### src/pkg/btc_pkg.sv
package btc_pkg;

  // ---------------------------------------------------------------
  // Sizes
  // ---------------------------------------------------------------
  localparam int BTC_NUM_RATES = 27;
  localparam int BTC_NUM_CT = 2;
  localparam int BTC_NUM_PRD = 2;
  localparam int BTC_SEL_W = 5;

  // ---------------------------------------------------------------
  // Register map (byte addresses)
  // ---------------------------------------------------------------
  localparam logic [7:0] BTC_CT_BASE = 8'h00;
  localparam logic [7:0] BTC_PRD_BASE = 8'h20;
  localparam logic [7:0] BTC_UNIT_STRIDE = 8'h10;
  localparam logic [7:0] BTC_OFS_LO = 8'h00;
  localparam logic [7:0] BTC_OFS_HI = 8'h04;
  localparam logic [7:0] BTC_OFS_CTL = 8'h08;
  localparam logic [7:0] BTC_CSEL_BASE = 8'h40;
  localparam logic [7:0] BTC_CSEL_STRIDE = 8'h04;

  // ---------------------------------------------------------------
  // Control fields
  // ---------------------------------------------------------------
  localparam int BTC_SRC_LSB = 0;
  localparam int BTC_MODE_LSB = 3;
  localparam int BTC_CT_RUN_BIT = 5;
  localparam int BTC_CT_DONE_BIT = 6;
  localparam int BTC_PRD_RUN_BIT = 3;
  localparam logic [15:0] BTC_PRESET_RST = 16'h0001;
  localparam logic [2:0] BTC_SRC_RST = 3'h0;

  // ---------------------------------------------------------------
  // Clock select codes: 0..26 pick a fixed rate
  // ---------------------------------------------------------------
  localparam logic [4:0] BTC_SEL_CT0 = 5'h1b;
  localparam logic [4:0] BTC_SEL_OFF = 5'h1f;
  localparam logic [3:0] BTC_MID_PHASE = 4'h7;
  localparam logic [3:0] BTC_LAST_PHASE = 4'hf;

  typedef enum logic [1:0] {
    BTC_MODE_CHAR,
    BTC_MODE_COUNTER,
    BTC_MODE_TIMER,
    BTC_MODE_TIMEOUT
  } btc_mode_t;

  typedef struct packed {
    logic x16;
    logic mid;
    logic bit_end;
  } btc_sclk_t;

  // Reference cycles per 16x period, fastest rate first
  function automatic logic [14:0] btc_rate_period(input int idx);
    case (idx)
      0: return 15'h0001;  1: return 15'h0002;  2: return 15'h0004;
      3: return 15'h0008;  4: return 15'h0010;  5: return 15'h0018;
      6: return 15'h0020;  7: return 15'h0030;  8: return 15'h0040;
      9: return 15'h0060;  10: return 15'h0080; 11: return 15'h00c0;
      12: return 15'h0100; 13: return 15'h0180; 14: return 15'h01cd;
      15: return 15'h0200; 16: return 15'h0300; 17: return 15'h0400;
      18: return 15'h0600; 19: return 15'h0800; 20: return 15'h0c00;
      21: return 15'h1200; 22: return 15'h1800; 23: return 15'h1ac4;
      24: return 15'h20ba; 25: return 15'h3000; default: return 15'h4800;
    endcase
  endfunction

endpackage

### src/btc_clock_gen.sv
`timescale 1ns/1ns
module btc_clock_gen
  import btc_pkg::*;
#(
  parameter int NUM_CH = 2
) (
  input wire logic clk_i,
  input wire logic rst_i,
  input wire logic wb_cyc_i,
  input wire logic wb_stb_i,
  input wire logic wb_we_i,
  input wire logic [7:0] wb_adr_i,
  input wire logic [31:0] wb_dat_i,
  input wire logic [3:0] wb_sel_i,
  output logic [31:0] wb_dat_o,
  output logic wb_ack_o,
  input wire logic [BTC_NUM_CT-1:0] rx_char_i,
  output logic [BTC_NUM_RATES-1:0] fixed_rate_x16_o,
  output logic [BTC_NUM_CT-1:0] gp_ct_o,
  output logic [BTC_NUM_PRD-1:0] gp_prd_o,
  output btc_sclk_t [NUM_CH-1:0] rx_sclk_o,
  output btc_sclk_t [NUM_CH-1:0] tx_sclk_o
);

  if (NUM_CH < 1 || NUM_CH > 4) begin : g_chk
    $error("NUM_CH must be 1 to 4");
  end

  // ---------------------------------------------------------------
  // Shared helpers
  // ---------------------------------------------------------------
  // Source k ticks once every 2**k reference cycles
  function automatic logic src_tick(input logic [6:0] pre,
                                    input logic [2:0] sel);
    logic [7:0] t;
    t[0] = 1'b1;
    for (int k = 1; k < 8; k++) begin
      t[k] = ((pre & (7'h7f >> (7 - k))) == (7'h7f >> (7 - k)));
    end
    return t[sel];
  endfunction

  function automatic logic [7:0] unit_adr(input logic [7:0] base,
                                          input int idx,
                                          input logic [7:0] ofs);
    return base + 8'(idx) * BTC_UNIT_STRIDE + ofs;
  endfunction

  logic [6:0] pre_reg;
  logic bus_req;
  logic bus_wr;
  logic [31:0] rd_next;

  assign bus_req = wb_cyc_i & wb_stb_i & ~wb_ack_o;
  assign bus_wr = bus_req & wb_we_i & wb_sel_i[0];

  always_ff @(posedge clk_i) begin
    if (rst_i) begin
      pre_reg <= 7'h00;
    end else begin
      pre_reg <= pre_reg + 7'h01;
    end
  end

  // ---------------------------------------------------------------
  // Fixed rate generator
  // ---------------------------------------------------------------
  // Periods are in reference cycles, so rates follow the reference
  for (genvar r = 0; r < BTC_NUM_RATES; r++) begin : g_rate
    localparam logic [14:0] PER = btc_rate_period(r);
    logic [14:0] cnt_reg;
    always_ff @(posedge clk_i) begin
      if (rst_i || cnt_reg == PER - 15'h0001) begin
        cnt_reg <= 15'h0000;
      end else begin
        cnt_reg <= cnt_reg + 15'h0001;
      end
    end
    always_ff @(posedge clk_i) begin
      if (rst_i) begin
        fixed_rate_x16_o[r] <= 1'b0;
      end else begin
        fixed_rate_x16_o[r] <= (cnt_reg == PER - 15'h0001);
      end
    end
  end

  // ---------------------------------------------------------------
  // Counter/timers
  // ---------------------------------------------------------------
  logic [15:0] ct_preset_reg [BTC_NUM_CT];
  logic [15:0] ct_cnt_reg [BTC_NUM_CT];
  logic [2:0] ct_src_reg [BTC_NUM_CT];
  btc_mode_t ct_mode_reg [BTC_NUM_CT];
  logic [BTC_NUM_CT-1:0] ct_run_reg;
  logic [BTC_NUM_CT-1:0] ct_done_reg;
  logic [BTC_NUM_CT-1:0] ct_out_reg;
  logic [BTC_NUM_CT-1:0] ct_x16_reg;
  logic [BTC_NUM_CT-1:0] ct_step;
  logic [BTC_NUM_CT-1:0] ct_expire;
  logic [BTC_NUM_CT-1:0] ct_hit;
  logic [BTC_NUM_CT-1:0] ct_ctl_wr;

  for (genvar k = 0; k < BTC_NUM_CT; k++) begin : g_ct
    localparam logic [7:0] A_LO = unit_adr(BTC_CT_BASE, k, BTC_OFS_LO);
    localparam logic [7:0] A_HI = unit_adr(BTC_CT_BASE, k, BTC_OFS_HI);
    localparam logic [7:0] A_CTL = unit_adr(BTC_CT_BASE, k, BTC_OFS_CTL);

    assign ct_ctl_wr[k] = bus_wr && wb_adr_i == A_CTL;
    // Character mode counts received characters, others count source
    assign ct_step[k] = (ct_mode_reg[k] == BTC_MODE_CHAR) ?
        rx_char_i[k] : src_tick(pre_reg, ct_src_reg[k]);
    assign ct_hit[k] = ct_run_reg[k] && ct_step[k] &&
        ct_cnt_reg[k] <= 16'h0001;
    // A control write in the expiry cycle defers the reload, not the flag
    assign ct_expire[k] = ct_hit[k] && !ct_ctl_wr[k];

    always_ff @(posedge clk_i) begin
      if (rst_i) begin
        ct_preset_reg[k] <= BTC_PRESET_RST;
      end else if (bus_wr && wb_adr_i == A_LO) begin
        ct_preset_reg[k][7:0] <= wb_dat_i[7:0];
      end else if (bus_wr && wb_adr_i == A_HI) begin
        ct_preset_reg[k][15:8] <= wb_dat_i[7:0];
      end
    end

    always_ff @(posedge clk_i) begin
      if (rst_i) begin
        ct_src_reg[k] <= BTC_SRC_RST;
        ct_mode_reg[k] <= BTC_MODE_TIMER;
        ct_run_reg[k] <= 1'b0;
      end else if (ct_ctl_wr[k]) begin
        ct_src_reg[k] <= wb_dat_i[BTC_SRC_LSB +: 3];
        ct_mode_reg[k] <= btc_mode_t'(wb_dat_i[BTC_MODE_LSB +: 2]);
        ct_run_reg[k] <= wb_dat_i[BTC_CT_RUN_BIT];
      end else if (ct_expire[k] && ct_mode_reg[k] != BTC_MODE_TIMER) begin
        ct_run_reg[k] <= 1'b0;
      end
    end

    // Start reloads from the preset; stop freezes the count
    always_ff @(posedge clk_i) begin
      if (rst_i) begin
        ct_cnt_reg[k] <= BTC_PRESET_RST;
        ct_out_reg[k] <= 1'b0;
      end else if (ct_ctl_wr[k]) begin
        if (wb_dat_i[BTC_CT_RUN_BIT] && !ct_run_reg[k]) begin
          ct_cnt_reg[k] <= ct_preset_reg[k];
          ct_out_reg[k] <= 1'b0;
        end
      end else if (ct_run_reg[k]) begin
        if (ct_mode_reg[k] == BTC_MODE_TIMEOUT && rx_char_i[k]) begin
          ct_cnt_reg[k] <= ct_preset_reg[k];
        end else if (ct_expire[k]) begin
          ct_cnt_reg[k] <= ct_preset_reg[k];
          if (ct_mode_reg[k] == BTC_MODE_TIMER) begin
            ct_out_reg[k] <= ~ct_out_reg[k];
          end
        end else if (ct_step[k]) begin
          ct_cnt_reg[k] <= ct_cnt_reg[k] - 16'h0001;
        end
      end
    end

    // Expiry wins over a software clear in the same cycle
    always_ff @(posedge clk_i) begin
      if (rst_i) begin
        ct_done_reg[k] <= 1'b0;
      end else if (ct_hit[k] && ct_mode_reg[k] != BTC_MODE_TIMER) begin
        ct_done_reg[k] <= 1'b1;
      end else if (ct_ctl_wr[k] && wb_dat_i[BTC_CT_DONE_BIT]) begin
        ct_done_reg[k] <= 1'b0;
      end
    end

    // One 16x strobe per full output period
    always_ff @(posedge clk_i) begin
      if (rst_i) begin
        ct_x16_reg[k] <= 1'b0;
        gp_ct_o[k] <= 1'b0;
      end else begin
        ct_x16_reg[k] <= ct_expire[k] &&
            (ct_mode_reg[k] != BTC_MODE_TIMER || !ct_out_reg[k]);
        gp_ct_o[k] <= (ct_mode_reg[k] == BTC_MODE_TIMER) ?
            ct_out_reg[k] : ct_done_reg[k];
      end
    end
  end

  // ---------------------------------------------------------------
  // Programmable rate dividers
  // ---------------------------------------------------------------
  logic [15:0] prd_preset_reg [BTC_NUM_PRD];
  logic [15:0] prd_cnt_reg [BTC_NUM_PRD];
  logic [2:0] prd_src_reg [BTC_NUM_PRD];
  logic [BTC_NUM_PRD-1:0] prd_run_reg;
  logic [BTC_NUM_PRD-1:0] prd_out_reg;
  logic [BTC_NUM_PRD-1:0] prd_x16_reg;
  logic [BTC_NUM_PRD-1:0] prd_step;

  for (genvar j = 0; j < BTC_NUM_PRD; j++) begin : g_prd
    localparam logic [7:0] A_LO = unit_adr(BTC_PRD_BASE, j, BTC_OFS_LO);
    localparam logic [7:0] A_HI = unit_adr(BTC_PRD_BASE, j, BTC_OFS_HI);
    localparam logic [7:0] A_CTL = unit_adr(BTC_PRD_BASE, j, BTC_OFS_CTL);

    assign prd_step[j] = prd_run_reg[j] &&
        src_tick(pre_reg, prd_src_reg[j]);

    always_ff @(posedge clk_i) begin
      if (rst_i) begin
        prd_preset_reg[j] <= BTC_PRESET_RST;
        prd_src_reg[j] <= BTC_SRC_RST;
        prd_run_reg[j] <= 1'b0;
      end else if (bus_wr && wb_adr_i == A_LO) begin
        prd_preset_reg[j][7:0] <= wb_dat_i[7:0];
      end else if (bus_wr && wb_adr_i == A_HI) begin
        prd_preset_reg[j][15:8] <= wb_dat_i[7:0];
      end else if (bus_wr && wb_adr_i == A_CTL) begin
        prd_src_reg[j] <= wb_dat_i[BTC_SRC_LSB +: 3];
        prd_run_reg[j] <= wb_dat_i[BTC_PRD_RUN_BIT];
      end
    end

    // Each half period counts the preset down once
    always_ff @(posedge clk_i) begin
      if (rst_i || !prd_run_reg[j]) begin
        prd_cnt_reg[j] <= prd_preset_reg[j];
        prd_out_reg[j] <= 1'b0;
      end else if (prd_step[j]) begin
        if (prd_cnt_reg[j] <= 16'h0001) begin
          prd_cnt_reg[j] <= prd_preset_reg[j];
          prd_out_reg[j] <= ~prd_out_reg[j];
        end else begin
          prd_cnt_reg[j] <= prd_cnt_reg[j] - 16'h0001;
        end
      end
    end

    always_ff @(posedge clk_i) begin
      if (rst_i) begin
        prd_x16_reg[j] <= 1'b0;
        gp_prd_o[j] <= 1'b0;
      end else begin
        prd_x16_reg[j] <= prd_step[j] && prd_cnt_reg[j] <= 16'h0001 &&
            !prd_out_reg[j];
        gp_prd_o[j] <= prd_out_reg[j];
      end
    end
  end

  // ---------------------------------------------------------------
  // Receiver and transmitter clock selection
  // ---------------------------------------------------------------
  // Entry 2c is receiver c, entry 2c+1 transmitter c
  logic [31:0] x16_pool;
  logic [BTC_SEL_W-1:0] csel_reg [2*NUM_CH];
  logic [3:0] phase_reg [2*NUM_CH];
  btc_sclk_t sclk_reg [2*NUM_CH];

  assign x16_pool = {1'b0, prd_x16_reg, ct_x16_reg, fixed_rate_x16_o};

  for (genvar s = 0; s < 2 * NUM_CH; s++) begin : g_sel
    localparam logic [7:0] A_SEL = BTC_CSEL_BASE + 8'(s) * BTC_CSEL_STRIDE;
    logic pick;
    logic sel_wr;
    assign sel_wr = bus_wr && wb_adr_i == A_SEL;
    assign pick = x16_pool[csel_reg[s]];

    always_ff @(posedge clk_i) begin
      if (rst_i) begin
        csel_reg[s] <= BTC_SEL_OFF;
      end else if (sel_wr) begin
        csel_reg[s] <= wb_dat_i[BTC_SEL_W-1:0];
      end
    end

    // Restart the bit phase when the source changes
    always_ff @(posedge clk_i) begin
      if (rst_i || sel_wr) begin
        phase_reg[s] <= 4'h0;
        sclk_reg[s] <= '0;
      end else begin
        if (pick) begin
          phase_reg[s] <= phase_reg[s] + 4'h1;
        end
        sclk_reg[s].x16 <= pick;
        sclk_reg[s].mid <= pick && phase_reg[s] == BTC_MID_PHASE;
        sclk_reg[s].bit_end <= pick &&
            phase_reg[s] == BTC_LAST_PHASE;
      end
    end
  end

  for (genvar c = 0; c < NUM_CH; c++) begin : g_out
    assign rx_sclk_o[c] = sclk_reg[2*c];
    assign tx_sclk_o[c] = sclk_reg[2*c+1];
  end

  // ---------------------------------------------------------------
  // Wishbone slave
  // ---------------------------------------------------------------
  // Counter/timer data reads show the live count, divider reads the preset
  always_comb begin
    rd_next = 32'h0000_0000;
    for (int k = 0; k < BTC_NUM_CT; k++) begin
      if (wb_adr_i == unit_adr(BTC_CT_BASE, k, BTC_OFS_LO)) begin
        rd_next[7:0] = ct_cnt_reg[k][7:0];
      end
      if (wb_adr_i == unit_adr(BTC_CT_BASE, k, BTC_OFS_HI)) begin
        rd_next[7:0] = ct_cnt_reg[k][15:8];
      end
      if (wb_adr_i == unit_adr(BTC_CT_BASE, k, BTC_OFS_CTL)) begin
        rd_next[BTC_SRC_LSB +: 3] = ct_src_reg[k];
        rd_next[BTC_MODE_LSB +: 2] = ct_mode_reg[k];
        rd_next[BTC_CT_RUN_BIT] = ct_run_reg[k];
        rd_next[BTC_CT_DONE_BIT] = ct_done_reg[k];
      end
    end
    for (int j = 0; j < BTC_NUM_PRD; j++) begin
      if (wb_adr_i == unit_adr(BTC_PRD_BASE, j, BTC_OFS_LO)) begin
        rd_next[7:0] = prd_preset_reg[j][7:0];
      end
      if (wb_adr_i == unit_adr(BTC_PRD_BASE, j, BTC_OFS_HI)) begin
        rd_next[7:0] = prd_preset_reg[j][15:8];
      end
      if (wb_adr_i == unit_adr(BTC_PRD_BASE, j, BTC_OFS_CTL)) begin
        rd_next[BTC_SRC_LSB +: 3] = prd_src_reg[j];
        rd_next[BTC_PRD_RUN_BIT] = prd_run_reg[j];
      end
    end
    for (int s = 0; s < 2 * NUM_CH; s++) begin
      if (wb_adr_i == BTC_CSEL_BASE + 8'(s) * BTC_CSEL_STRIDE) begin
        rd_next[BTC_SEL_W-1:0] = csel_reg[s];
      end
    end
  end

  // Unmapped addresses still ack, reading zero
  always_ff @(posedge clk_i) begin
    if (rst_i) begin
      wb_ack_o <= 1'b0;
      wb_dat_o <= 32'h0000_0000;
    end else begin
      wb_ack_o <= bus_req;
      wb_dat_o <= bus_req ? rd_next : 32'h0000_0000;
    end
  end

  // ---------------------------------------------------------------
  // Assertions
  // ---------------------------------------------------------------
  logic [3:0] a_x16_seen;
  always_ff @(posedge clk_i) begin
    if (rst_i || rx_sclk_o[0].bit_end || g_sel[0].sel_wr ||
        csel_reg[0] == BTC_SEL_OFF) begin
      a_x16_seen <= 4'h0;
    end else if (rx_sclk_o[0].x16) begin
      a_x16_seen <= a_x16_seen + 4'h1;
    end
  end

  // Last receiver, so the check fits every channel count
  localparam int A_LAST_RX = 2 * (NUM_CH - 1);
endmodule

### config.mk
export PLATFORM = sky130hd
export DESIGN_NAME = btc_clock_gen
export DESIGN_NICKNAME = d
export VERILOG_FILES = /design/src/pkg/btc_pkg.sv /design/src/btc_clock_gen.sv
export SDC_FILE = /design/constraint.sdc
export NUM_CORES = 1
export LEC_CHECK = 0
export BUFFER_PORTS_ARGS = -buffer_cell sky130_fd_sc_hd__buf_4
export CORE_MARGIN = 4
export CORE_UTILIZATION = 45
export DETAILED_ROUTE_END_ITERATION = 10
export PLACE_DENSITY_LB_ADDON = 0.1
export SYNTH_ARGS = -nofsm -noshare
export SYNTH_HDL_FRONTEND = slang
export SYNTH_SLANG_ARGS = --single-unit
### constraint.sdc
create_clock -name clk_i -period 3.7 [get_ports clk_i]
set_input_delay 0.74 -clock clk_i [delete_from_list [all_inputs] [get_ports clk_i]]
set_output_delay 0.74 -clock clk_i [all_outputs]
set_load 0.05 [all_outputs]
* Word level (Yosys, flattened, before mapping)
Memory sizes are Yosys's and may differ from the RTL's. Cells that the tools add are included.
Word-level totals: bits in registers 490, memory bits (writable) 192, bits of input ports 51, output and inout port bits 76, logic and storage cells 621, memories 10
Operators by class: add/sub/neg operators 36, magnitude comparators 12, equality and inequality tests 65, multiplexer cells 248, bitwise gates (word level) 60, reduce and logical (&&, ||, !) cells 114
Memory list:
- ct_cnt_reg | words 2, width 16, rd ports 2, clocked after memory_dff 0, wr ports 2, RTL line btc_clock_gen.sv:92 | logic [15:0] ct_cnt_reg [BTC_NUM_CT];
- ct_preset_reg | words 2, width 16, rd ports 2, clocked after memory_dff 0, wr ports 2, RTL line btc_clock_gen.sv:91 | logic [15:0] ct_preset_reg [BTC_NUM_CT];
- prd_cnt_reg | words 2, width 16, rd ports 2, clocked after memory_dff 0, wr ports 2, RTL line btc_clock_gen.sv:195 | logic [15:0] prd_cnt_reg [BTC_NUM_PRD];
- prd_preset_reg | words 2, width 16, rd ports 2, clocked after memory_dff 0, wr ports 2, RTL line btc_clock_gen.sv:194 | logic [15:0] prd_preset_reg [BTC_NUM_PRD];
- csel_reg | words 4, width 5, rd ports 4, clocked after memory_dff 0, wr ports 4, RTL line btc_clock_gen.sv:257 | logic [BTC_SEL_W-1:0] csel_reg [2*NUM_CH];
- phase_reg | words 4, width 4, rd ports 4, clocked after memory_dff 0, wr ports 4, RTL line btc_clock_gen.sv:258 | logic [3:0] phase_reg [2*NUM_CH];
- 4 more memories
Operator list (count):
- 15-bit by 1-bit adder with 15-bit output, second input constant | 27
- 16-bit 2-to-1 mux | 12
- 1-bit 2-to-1 mux | 190
- 8-bit 2-to-1 mux | 16
- 16-bit by 1-bit <= comparator with 1-bit output, second input constant | 4
- 16-bit by 1-bit subtractor with 16-bit output, second input constant | 4
- 8-bit by 6-bit equality test with 1-bit output, second input constant | 6
- 1-bit logical AND | 48
- 1-bit OR | 46
- 15-bit by 13-bit equality test with 1-bit output, second input constant | 3
- 15-bit by 9-bit equality test with 1-bit output, second input constant | 3
- 5-bit 2-to-1 mux | 8
- 1-bit logical OR | 35
- 8-bit by 7-bit equality test with 1-bit output, second input constant | 4
- 15-bit by 10-bit equality test with 1-bit output, second input constant | 2
- 15-bit by 11-bit equality test with 1-bit output, second input constant | 2
- 15-bit by 14-bit equality test with 1-bit output, second input constant | 2
- 15-bit by 5-bit equality test with 1-bit output, second input constant | 2
- 15-bit by 6-bit equality test with 1-bit output, second input constant | 2
- 15-bit by 7-bit equality test with 1-bit output, second input constant | 2
- 15-bit by 8-bit equality test with 1-bit output, second input constant | 2
- 8-bit by 5-bit equality test with 1-bit output, second input constant | 3
- 5-bit by 6-bit less-than comparator with 1-bit output, second input constant | 4
- 4-bit 2-to-1 mux | 6
- 36 further kinds | 102

* Logic depth before layout (Yosys ltp)
depth after elaboration 17, mapped depth 11

* Least setup slack after synthesis
Ideal clock, no wire load.
path type flip-flop to flip-flop, from reg pre_reg[0], to mem ct_cnt_reg[0][0] (enable), setup time 411 ps, arrival time 2786 ps, slack 503 ps, cell stages (with the launch flop) 10, path buffers 0, clock period less this slack 3197 ps, cells stage by stage dfxtp_1 -> ha_1 -> nand3_1 -> inv_1 -> ha_1 -> nand3b_1 -> o311ai_1 -> a22oi_1 -> and2_1 -> o21ai_0
RTL lines:
- from (decl) | RTL line btc_clock_gen.sv:49 | logic [6:0] pre_reg;
- from (signal assigned) | RTL line btc_clock_gen.sv:61 | pre_reg <= pre_reg + 7'h01;
- to (decl) | RTL line btc_clock_gen.sv:92

==> report_table.html <==
<table>
<tr><th>Metric</th><th>Value</th></tr>
<tr><th colspan="2">Yosys</th></tr>
<tr><td>Most area-consuming cells after synthesis</td><td>sky130_fd_sc_hd__dfxtp_1 (32%), sky130_fd_sc_hd__edfxtp_1 (18%), sky130_fd_sc_hd__nor2_1 (7.2%)</td></tr>
<tr><td>Mean cell area of the mapped netlist</td><td>~9.6 um2</td></tr>
<tr><td>Post-synth top area share</td><td>approximately a third</td></tr>
<tr><td>Complex-gate fraction of the synthesized area</td><td>6.21%</td></tr>
<tr><td>Synthesized-area fraction occupied by xor and xnor cells</td><td>about 11%</td></tr>
<tr><td>Area fraction in and, or, nand and nor cells after synthesis</td><td>24.7%</td></tr>
<tr><td>Synth Flop Type</td><td>sky130_fd_sc_hd__dfxtp_1</td></tr>
<tr><td>Adder-Cell Fraction of Synth Area</td><td>~1.9%</td></tr>
<tr><td>Ys async rst share</td><td>0%</td></tr>
<tr><td>Post-synthesis sequential area ratio</td><td>49.3%</td></tr>
<tr><td>Cell count after synthesis</td><td>3158</td></tr>
<tr><td>Number of enable flip-flop cells after synthesis</td><td>180</td></tr>
<tr><td>Dominant combinational cell family by area after synthesis</td><td>simple AND/OR/NAND/NOR gates</td></tr>
<tr><td>Dominant cell type by area after synthesis</td><td>sky130_fd_sc_hd__dfxtp_1</td></tr>
<tr><td>Multiplexer share of the synthesized area</td><td>3.51%</td></tr>
<tr><td>Post-synthesis instance area</td><td>30400 um2</td></tr>
<tr><td>Number of warnings reported in the yosys synthesis log</td><td>0</td></tr>
<tr><td>Synth unique cells</td><td>87</td></tr>
<tr><td>Flops &amp; latches, synth</td><td>about 660</td></tr>
<tr><th colspan="2">Cells and area</th></tr>
<tr><td>Layout Area Growth over Synthesis</td><td>12.2%</td></tr>
<tr><td>Final non-filler cell total</td><td>between 4000 and 5000</td></tr>
<tr><td>Largest register FFs</td><td>around 410</td></tr>
<tr><td>Final nets</td><td>3331</td></tr>
<tr><td>Most common library cell in the layout ignoring fill and taps</td><td>sky130_fd_sc_hd__nor2_1</td></tr>
<tr><td>Final core area utilization</td><td>a little over 50%</td></tr>
<tr><td>Fraction of layout cells with a size suffix above 1</td><td>a little under a tenth</td></tr>
<tr><td>Antenna cells</td><td>0</td></tr>
<tr><td>Commonest non-fill, non-tap cells in the layout</td><td>sky130_fd_sc_hd__nor2_1 (580), sky130_fd_sc_hd__dfxtp_1 (478), sky130_fd_sc_hd__xor2_1 (231), sky130_fd_sc_hd__nand2_1 (198), sky130_fd_sc_hd__edfxtp_1 (180)</td></tr>
<tr><th colspan="2">Setup path</th></tr>
<tr><td>Worst path cell trace</td><td>ha_1, ha_1, mux2i_1, a2111oi_0, a21oi_1, nand2_1, nand4b_2, o211ai_1, buf_4</td></tr>
<tr><td>Crit-path max cell delay</td><td>slightly below 0.8 ns</td></tr>
<tr><td>Library cell contributing the largest single delay on the critical path</td><td>sky130_fd_sc_hd__a2111oi_0</td></tr>
<tr><td>Critical Path AT</td><td>between 3 and 4 ns</td></tr>
<tr><td>Critical Path Source</td><td>pre_reg[0]$_SDFF_PP0_</td></tr>
<tr><td>Critical Setup Path Class</td><td>reg2reg</td></tr>
<tr><td>Flop-to-flop setup slack</td><td>0.49 ns</td></tr>
<tr><td>CP Launch Type</td><td>flop</td></tr>
<tr><td>Crit end category</td><td>flop</td></tr>
<tr><td>Capture point of the worst path</td><td>ct_cnt_reg[1][7]$_SDFFCE_PN0P_</td></tr>
<tr><td>Most frequent CP cell</td><td>sky130_fd_sc_hd__ha_1</td></tr>
<tr><td>Maximum fanout encountered on the critical timing path</td><td>16</td></tr>
<tr><td>Startpoint of the worst-slack reg-to-reg timing path</td><td>pre_reg[0]$_SDFF_PP0_</td></tr>
<tr><td>Required time of the critical path</td><td>about 4 ns</td></tr>
<tr><td>Worst Reg-to-Reg Cells</td><td>9</td></tr>
<tr><td>Worst flop-to-flop path endpoint</td><td>ct_cnt_reg[1][7]$_SDFFCE_PN0P_</td></tr>
<tr><th colspan="2">GRT</th></tr>
<tr><td>Number of antenna violations at the first check in global routing</td><td>1</td></tr>
<tr><td>Via count of the first global-routing pass</td><td>between 20000 and 25000</td></tr>
<tr><td>Final global-route overflow total</td><td>0</td></tr>
<tr><td>Global-route wire length before repair</td><td>around 110000 um</td></tr>
<tr><td>Largest net degree at the start of global routing</td><td>between 70 and 80</td></tr>
<tr><td>Total global routing track utilization</td><td>between 10% and 20%</td></tr>
<tr><th colspan="2">Power</th></tr>
<tr><td>Sequential Power Share</td><td>roughly half</td></tr>
<tr><td>Total power draw</td><td>15.3 mW</td></tr>
<tr><td>Internal power summed over all cells</td><td>11.8 mW</td></tr>
<tr><td>Share of power burned in the clock network</td><td>a little under half</td></tr>
<tr><td>Comb power frac</td><td>under 10%</td></tr>
<tr><td>VDD IR max</td><td>approximately 0.37 mV</td></tr>
<tr><td>Static Leakage</td><td>around 12 nW</td></tr>
<tr><td>Net switching component of the power</td><td>between 3 and 4 mW</td></tr>
<tr><td>Switch share</td><td>~23%</td></tr>
<tr><td>Total power divided by cell area</td><td>about 450 nW/um2</td></tr>
<tr><th colspan="2">CTS</th></tr>
<tr><td>Clock latency on the worst-skew pair</td><td>between 0.5 and 0.6 ns</td></tr>
<tr><td>Number of clock sinks</td><td>about 660</td></tr>
<tr><td>CTS tree</td><td>built</td></tr>
<tr><td>H-tree depth</td><td>3</td></tr>
<tr><td>Hold buffer count at CTS</td><td>0</td></tr>
<tr><td>Clock buffers created by TritonCTS</td><td>between 70 and 80</td></tr>
<tr><td>Master cell of the clock root buffer</td><td>sky130_fd_sc_hd__clkbuf_16</td></tr>
<tr><td>Clock transition at the registers of the reported paths</td><td>~0.060 ns</td></tr>
<tr><td>Post CTS Setup Buffer Count</td><td>0</td></tr>
<tr><td>CTS-repair resized insts</td><td>0</td></tr>
<tr><td>Maximum buffer depth of the clock tree</td><td>3</td></tr>
<tr><th colspan="2">Floorplanning</th></tr>
<tr><td>Die Span X</td><td>around 270 um</td></tr>
<tr><td>Die outline area</td><td>a little over 70000 um2</td></tr>
<tr><td>Initial standard-cell utilization of the core</td><td>45.8%</td></tr>
<tr><td>Core Area</td><td>~66000 um2</td></tr>
<tr><td>Count of pins on the block boundary</td><td>approximately 130</td></tr>
<tr><td>Die H</td><td>around 270 um</td></tr>
<tr><td>Number of rows created at floorplan</td><td>94</td></tr>
<tr><th colspan="2">Placement</th></tr>
<tr><td>Detailed placement HPWL</td><td>approximately 50000 um</td></tr>
<tr><td>Placed cell count</td><td>approximately 4000</td></tr>
<tr><td>Final estimated routing congestion in global placement</td><td>just over 0.9</td></tr>
<tr><td>I/O Buffers</td><td>75</td></tr>
<tr><td>Setup WS pre-CTS</td><td>about 0.52 ns</td></tr>
<tr><th colspan="2">Run status</th></tr>
<tr><td>Result of the run</td><td>finished, final reports clean</td></tr>
<tr><th colspan="2">STA</th></tr>
<tr><td>Unrepaired setup endpoints after global routing</td><td>false</td></tr>
<tr><td>Fin Setup TNS</td><td>0 ns</td></tr>
<tr><td>Fin crit share</td><td>86.7%</td></tr>
<tr><td>Worst slew margin relative to its limit</td><td>33.2%</td></tr>
<tr><td>Post-route setup slack</td><td>between 0.4 and 0.5 ns</td></tr>
<tr><td>Shortest period the worst path allows</td><td>3.21 ns</td></tr>
<tr><td>Max-slew violations</td><td>0</td></tr>
<tr><td>Clock skew</td><td>0.0143 ns</td></tr>
<tr><td>Fmax</td><td>roughly 0.31 GHz</td></tr>
<tr><td>Worst slew pin tran</td><td>1.00 ns</td></tr>
<tr><td>Count of final setup violators</td><td>0</td></tr>
<tr><td>Hold violation count in the final report</td><td>0</td></tr>
<tr><th colspan="2">Hold path</th></tr>
<tr><td>Hold Crit Class</td><td>reg2reg</td></tr>
<tr><th colspan="2">Drt</th></tr>
<tr><td>Wire length after detailed routing</td><td>about 70000 um</td></tr>
<tr><td>Via-per-instance ratio</td><td>5.43</td></tr>
<tr><td>Number of violations reported at the end of detailed-routing iteration 0</td><td>approximately 1500</td></tr>
<tr><td>Vias</td><td>approximately 23000</td></tr>
<tr><td>Post-detailed-route DRC marker count</td><td>0</td></tr>
<tr><td>Detailed Routing Iterations Pass 1</td><td>5</td></tr>
<tr><td>Wirelength per Cell</td><td>between 15 and 20 um</td></tr>
<tr><td>ANT nets after route</td><td>0</td></tr>
<tr><th colspan="2">Job</th></tr>
<tr><td>Number of max-capacitance violations reported</td><td>0</td></tr>
</table>
[layer usage]
layer  vias up  wire length, um  track usage (%)  share of wire [%]
met4         0             1630             5.88                2.3
met3       121             3710             3.09                5.3
met5         -                0                0                  0
li1      11074                -                -                  -
met2       541            32700             31.9                 46
met1     10797            32500             26.4                 46
[final cells by class]
type	instances	area, um2
Tap cell	864	1080
Clock inverter	32	265
Inverter	74	278
Clock buffer	97	2050
Multi-Input combinational cell	2315	14600
Fill cell	6020	32300
Sequential cell	658	15000
Timing Repair Buffer	113	852
[critical path: cells and delay by family, from the launching register on]
family | cells | cell delay, ns
mux | 1 | 0.10
fa+ha+maj | 2 | 0.57
simple gates | 2 | 0.48
flops | 1 | 0.33
compound gates | 3 | 1.10
buf+inv | 1 | 0.29
[power groups by stage]
stage                     clock, mW  sequential, mW  combinational [mW]
after global routing           7.48            7.70               0.721
final                          6.97            7.68               0.649
after global placement            0            7.83               0.631
after floorplan                   0            7.80               0.481
after detailed placement          0            7.84               0.646
after CTS                      7.18            7.68               0.650
[cell families after synthesis]
| group | count (synthesis) |
|---|---|
| buf+inv | 208 |
| simple gates | 1516 |
| mux | 61 |
| other cells | 1 |
| compound gates | 275 |
| xor+xnor | 393 |
| fa+ha+maj | 46 |
| flops | 658 |
[Yosys cell counts (all sizes together) (40+ instances only)]
library cell  count
nor2            581
or3              53
nand2           198
clkbuf           77
xnor2           162
nor3             64
nand2b           40
buf              57
inv              74
and2             75
ha               46
nand4            63
edfxtp          180
nand3           170
o21ai            56
a21oi            82
nor4             46
and3            107
xor2            231
dfxtp           478
[how the worst min path moves through the flow]
stage                                      from                               end  depth (start not counted)
2_1_floorplan   g_rate[7].cnt_reg[0]$_SDFF_PP0_   g_rate[7].cnt_reg[0]$_SDFF_PP0_                          1
3_3_place_gp    g_rate[4].cnt_reg[0]$_SDFF_PP0_   g_rate[4].cnt_reg[0]$_SDFF_PP0_                          1
3_5_place_dp    g_rate[3].cnt_reg[0]$_SDFF_PP0_   g_rate[3].cnt_reg[0]$_SDFF_PP0_                          1
4_1_cts         g_rate[4].cnt_reg[0]$_SDFF_PP0_   g_rate[4].cnt_reg[0]$_SDFF_PP0_                          1
5_1_grt        g_rate[17].cnt_reg[0]$_SDFF_PP0_  g_rate[17].cnt_reg[0]$_SDFF_PP0_                          1
6_report        g_rate[4].cnt_reg[0]$_SDFF_PP0_   g_rate[4].cnt_reg[0]$_SDFF_PP0_                          1
[through the flow]
stage,instance area (um2),hold WS (ns)
global placement,31700,0.420
CTS,34100,0.447
global route,34100,0.468
detailed placement,31700,0.436
floorplan,30400,0.413
finish,34100,0.443
Note: power is estimated with default switching activity, not from simulation.
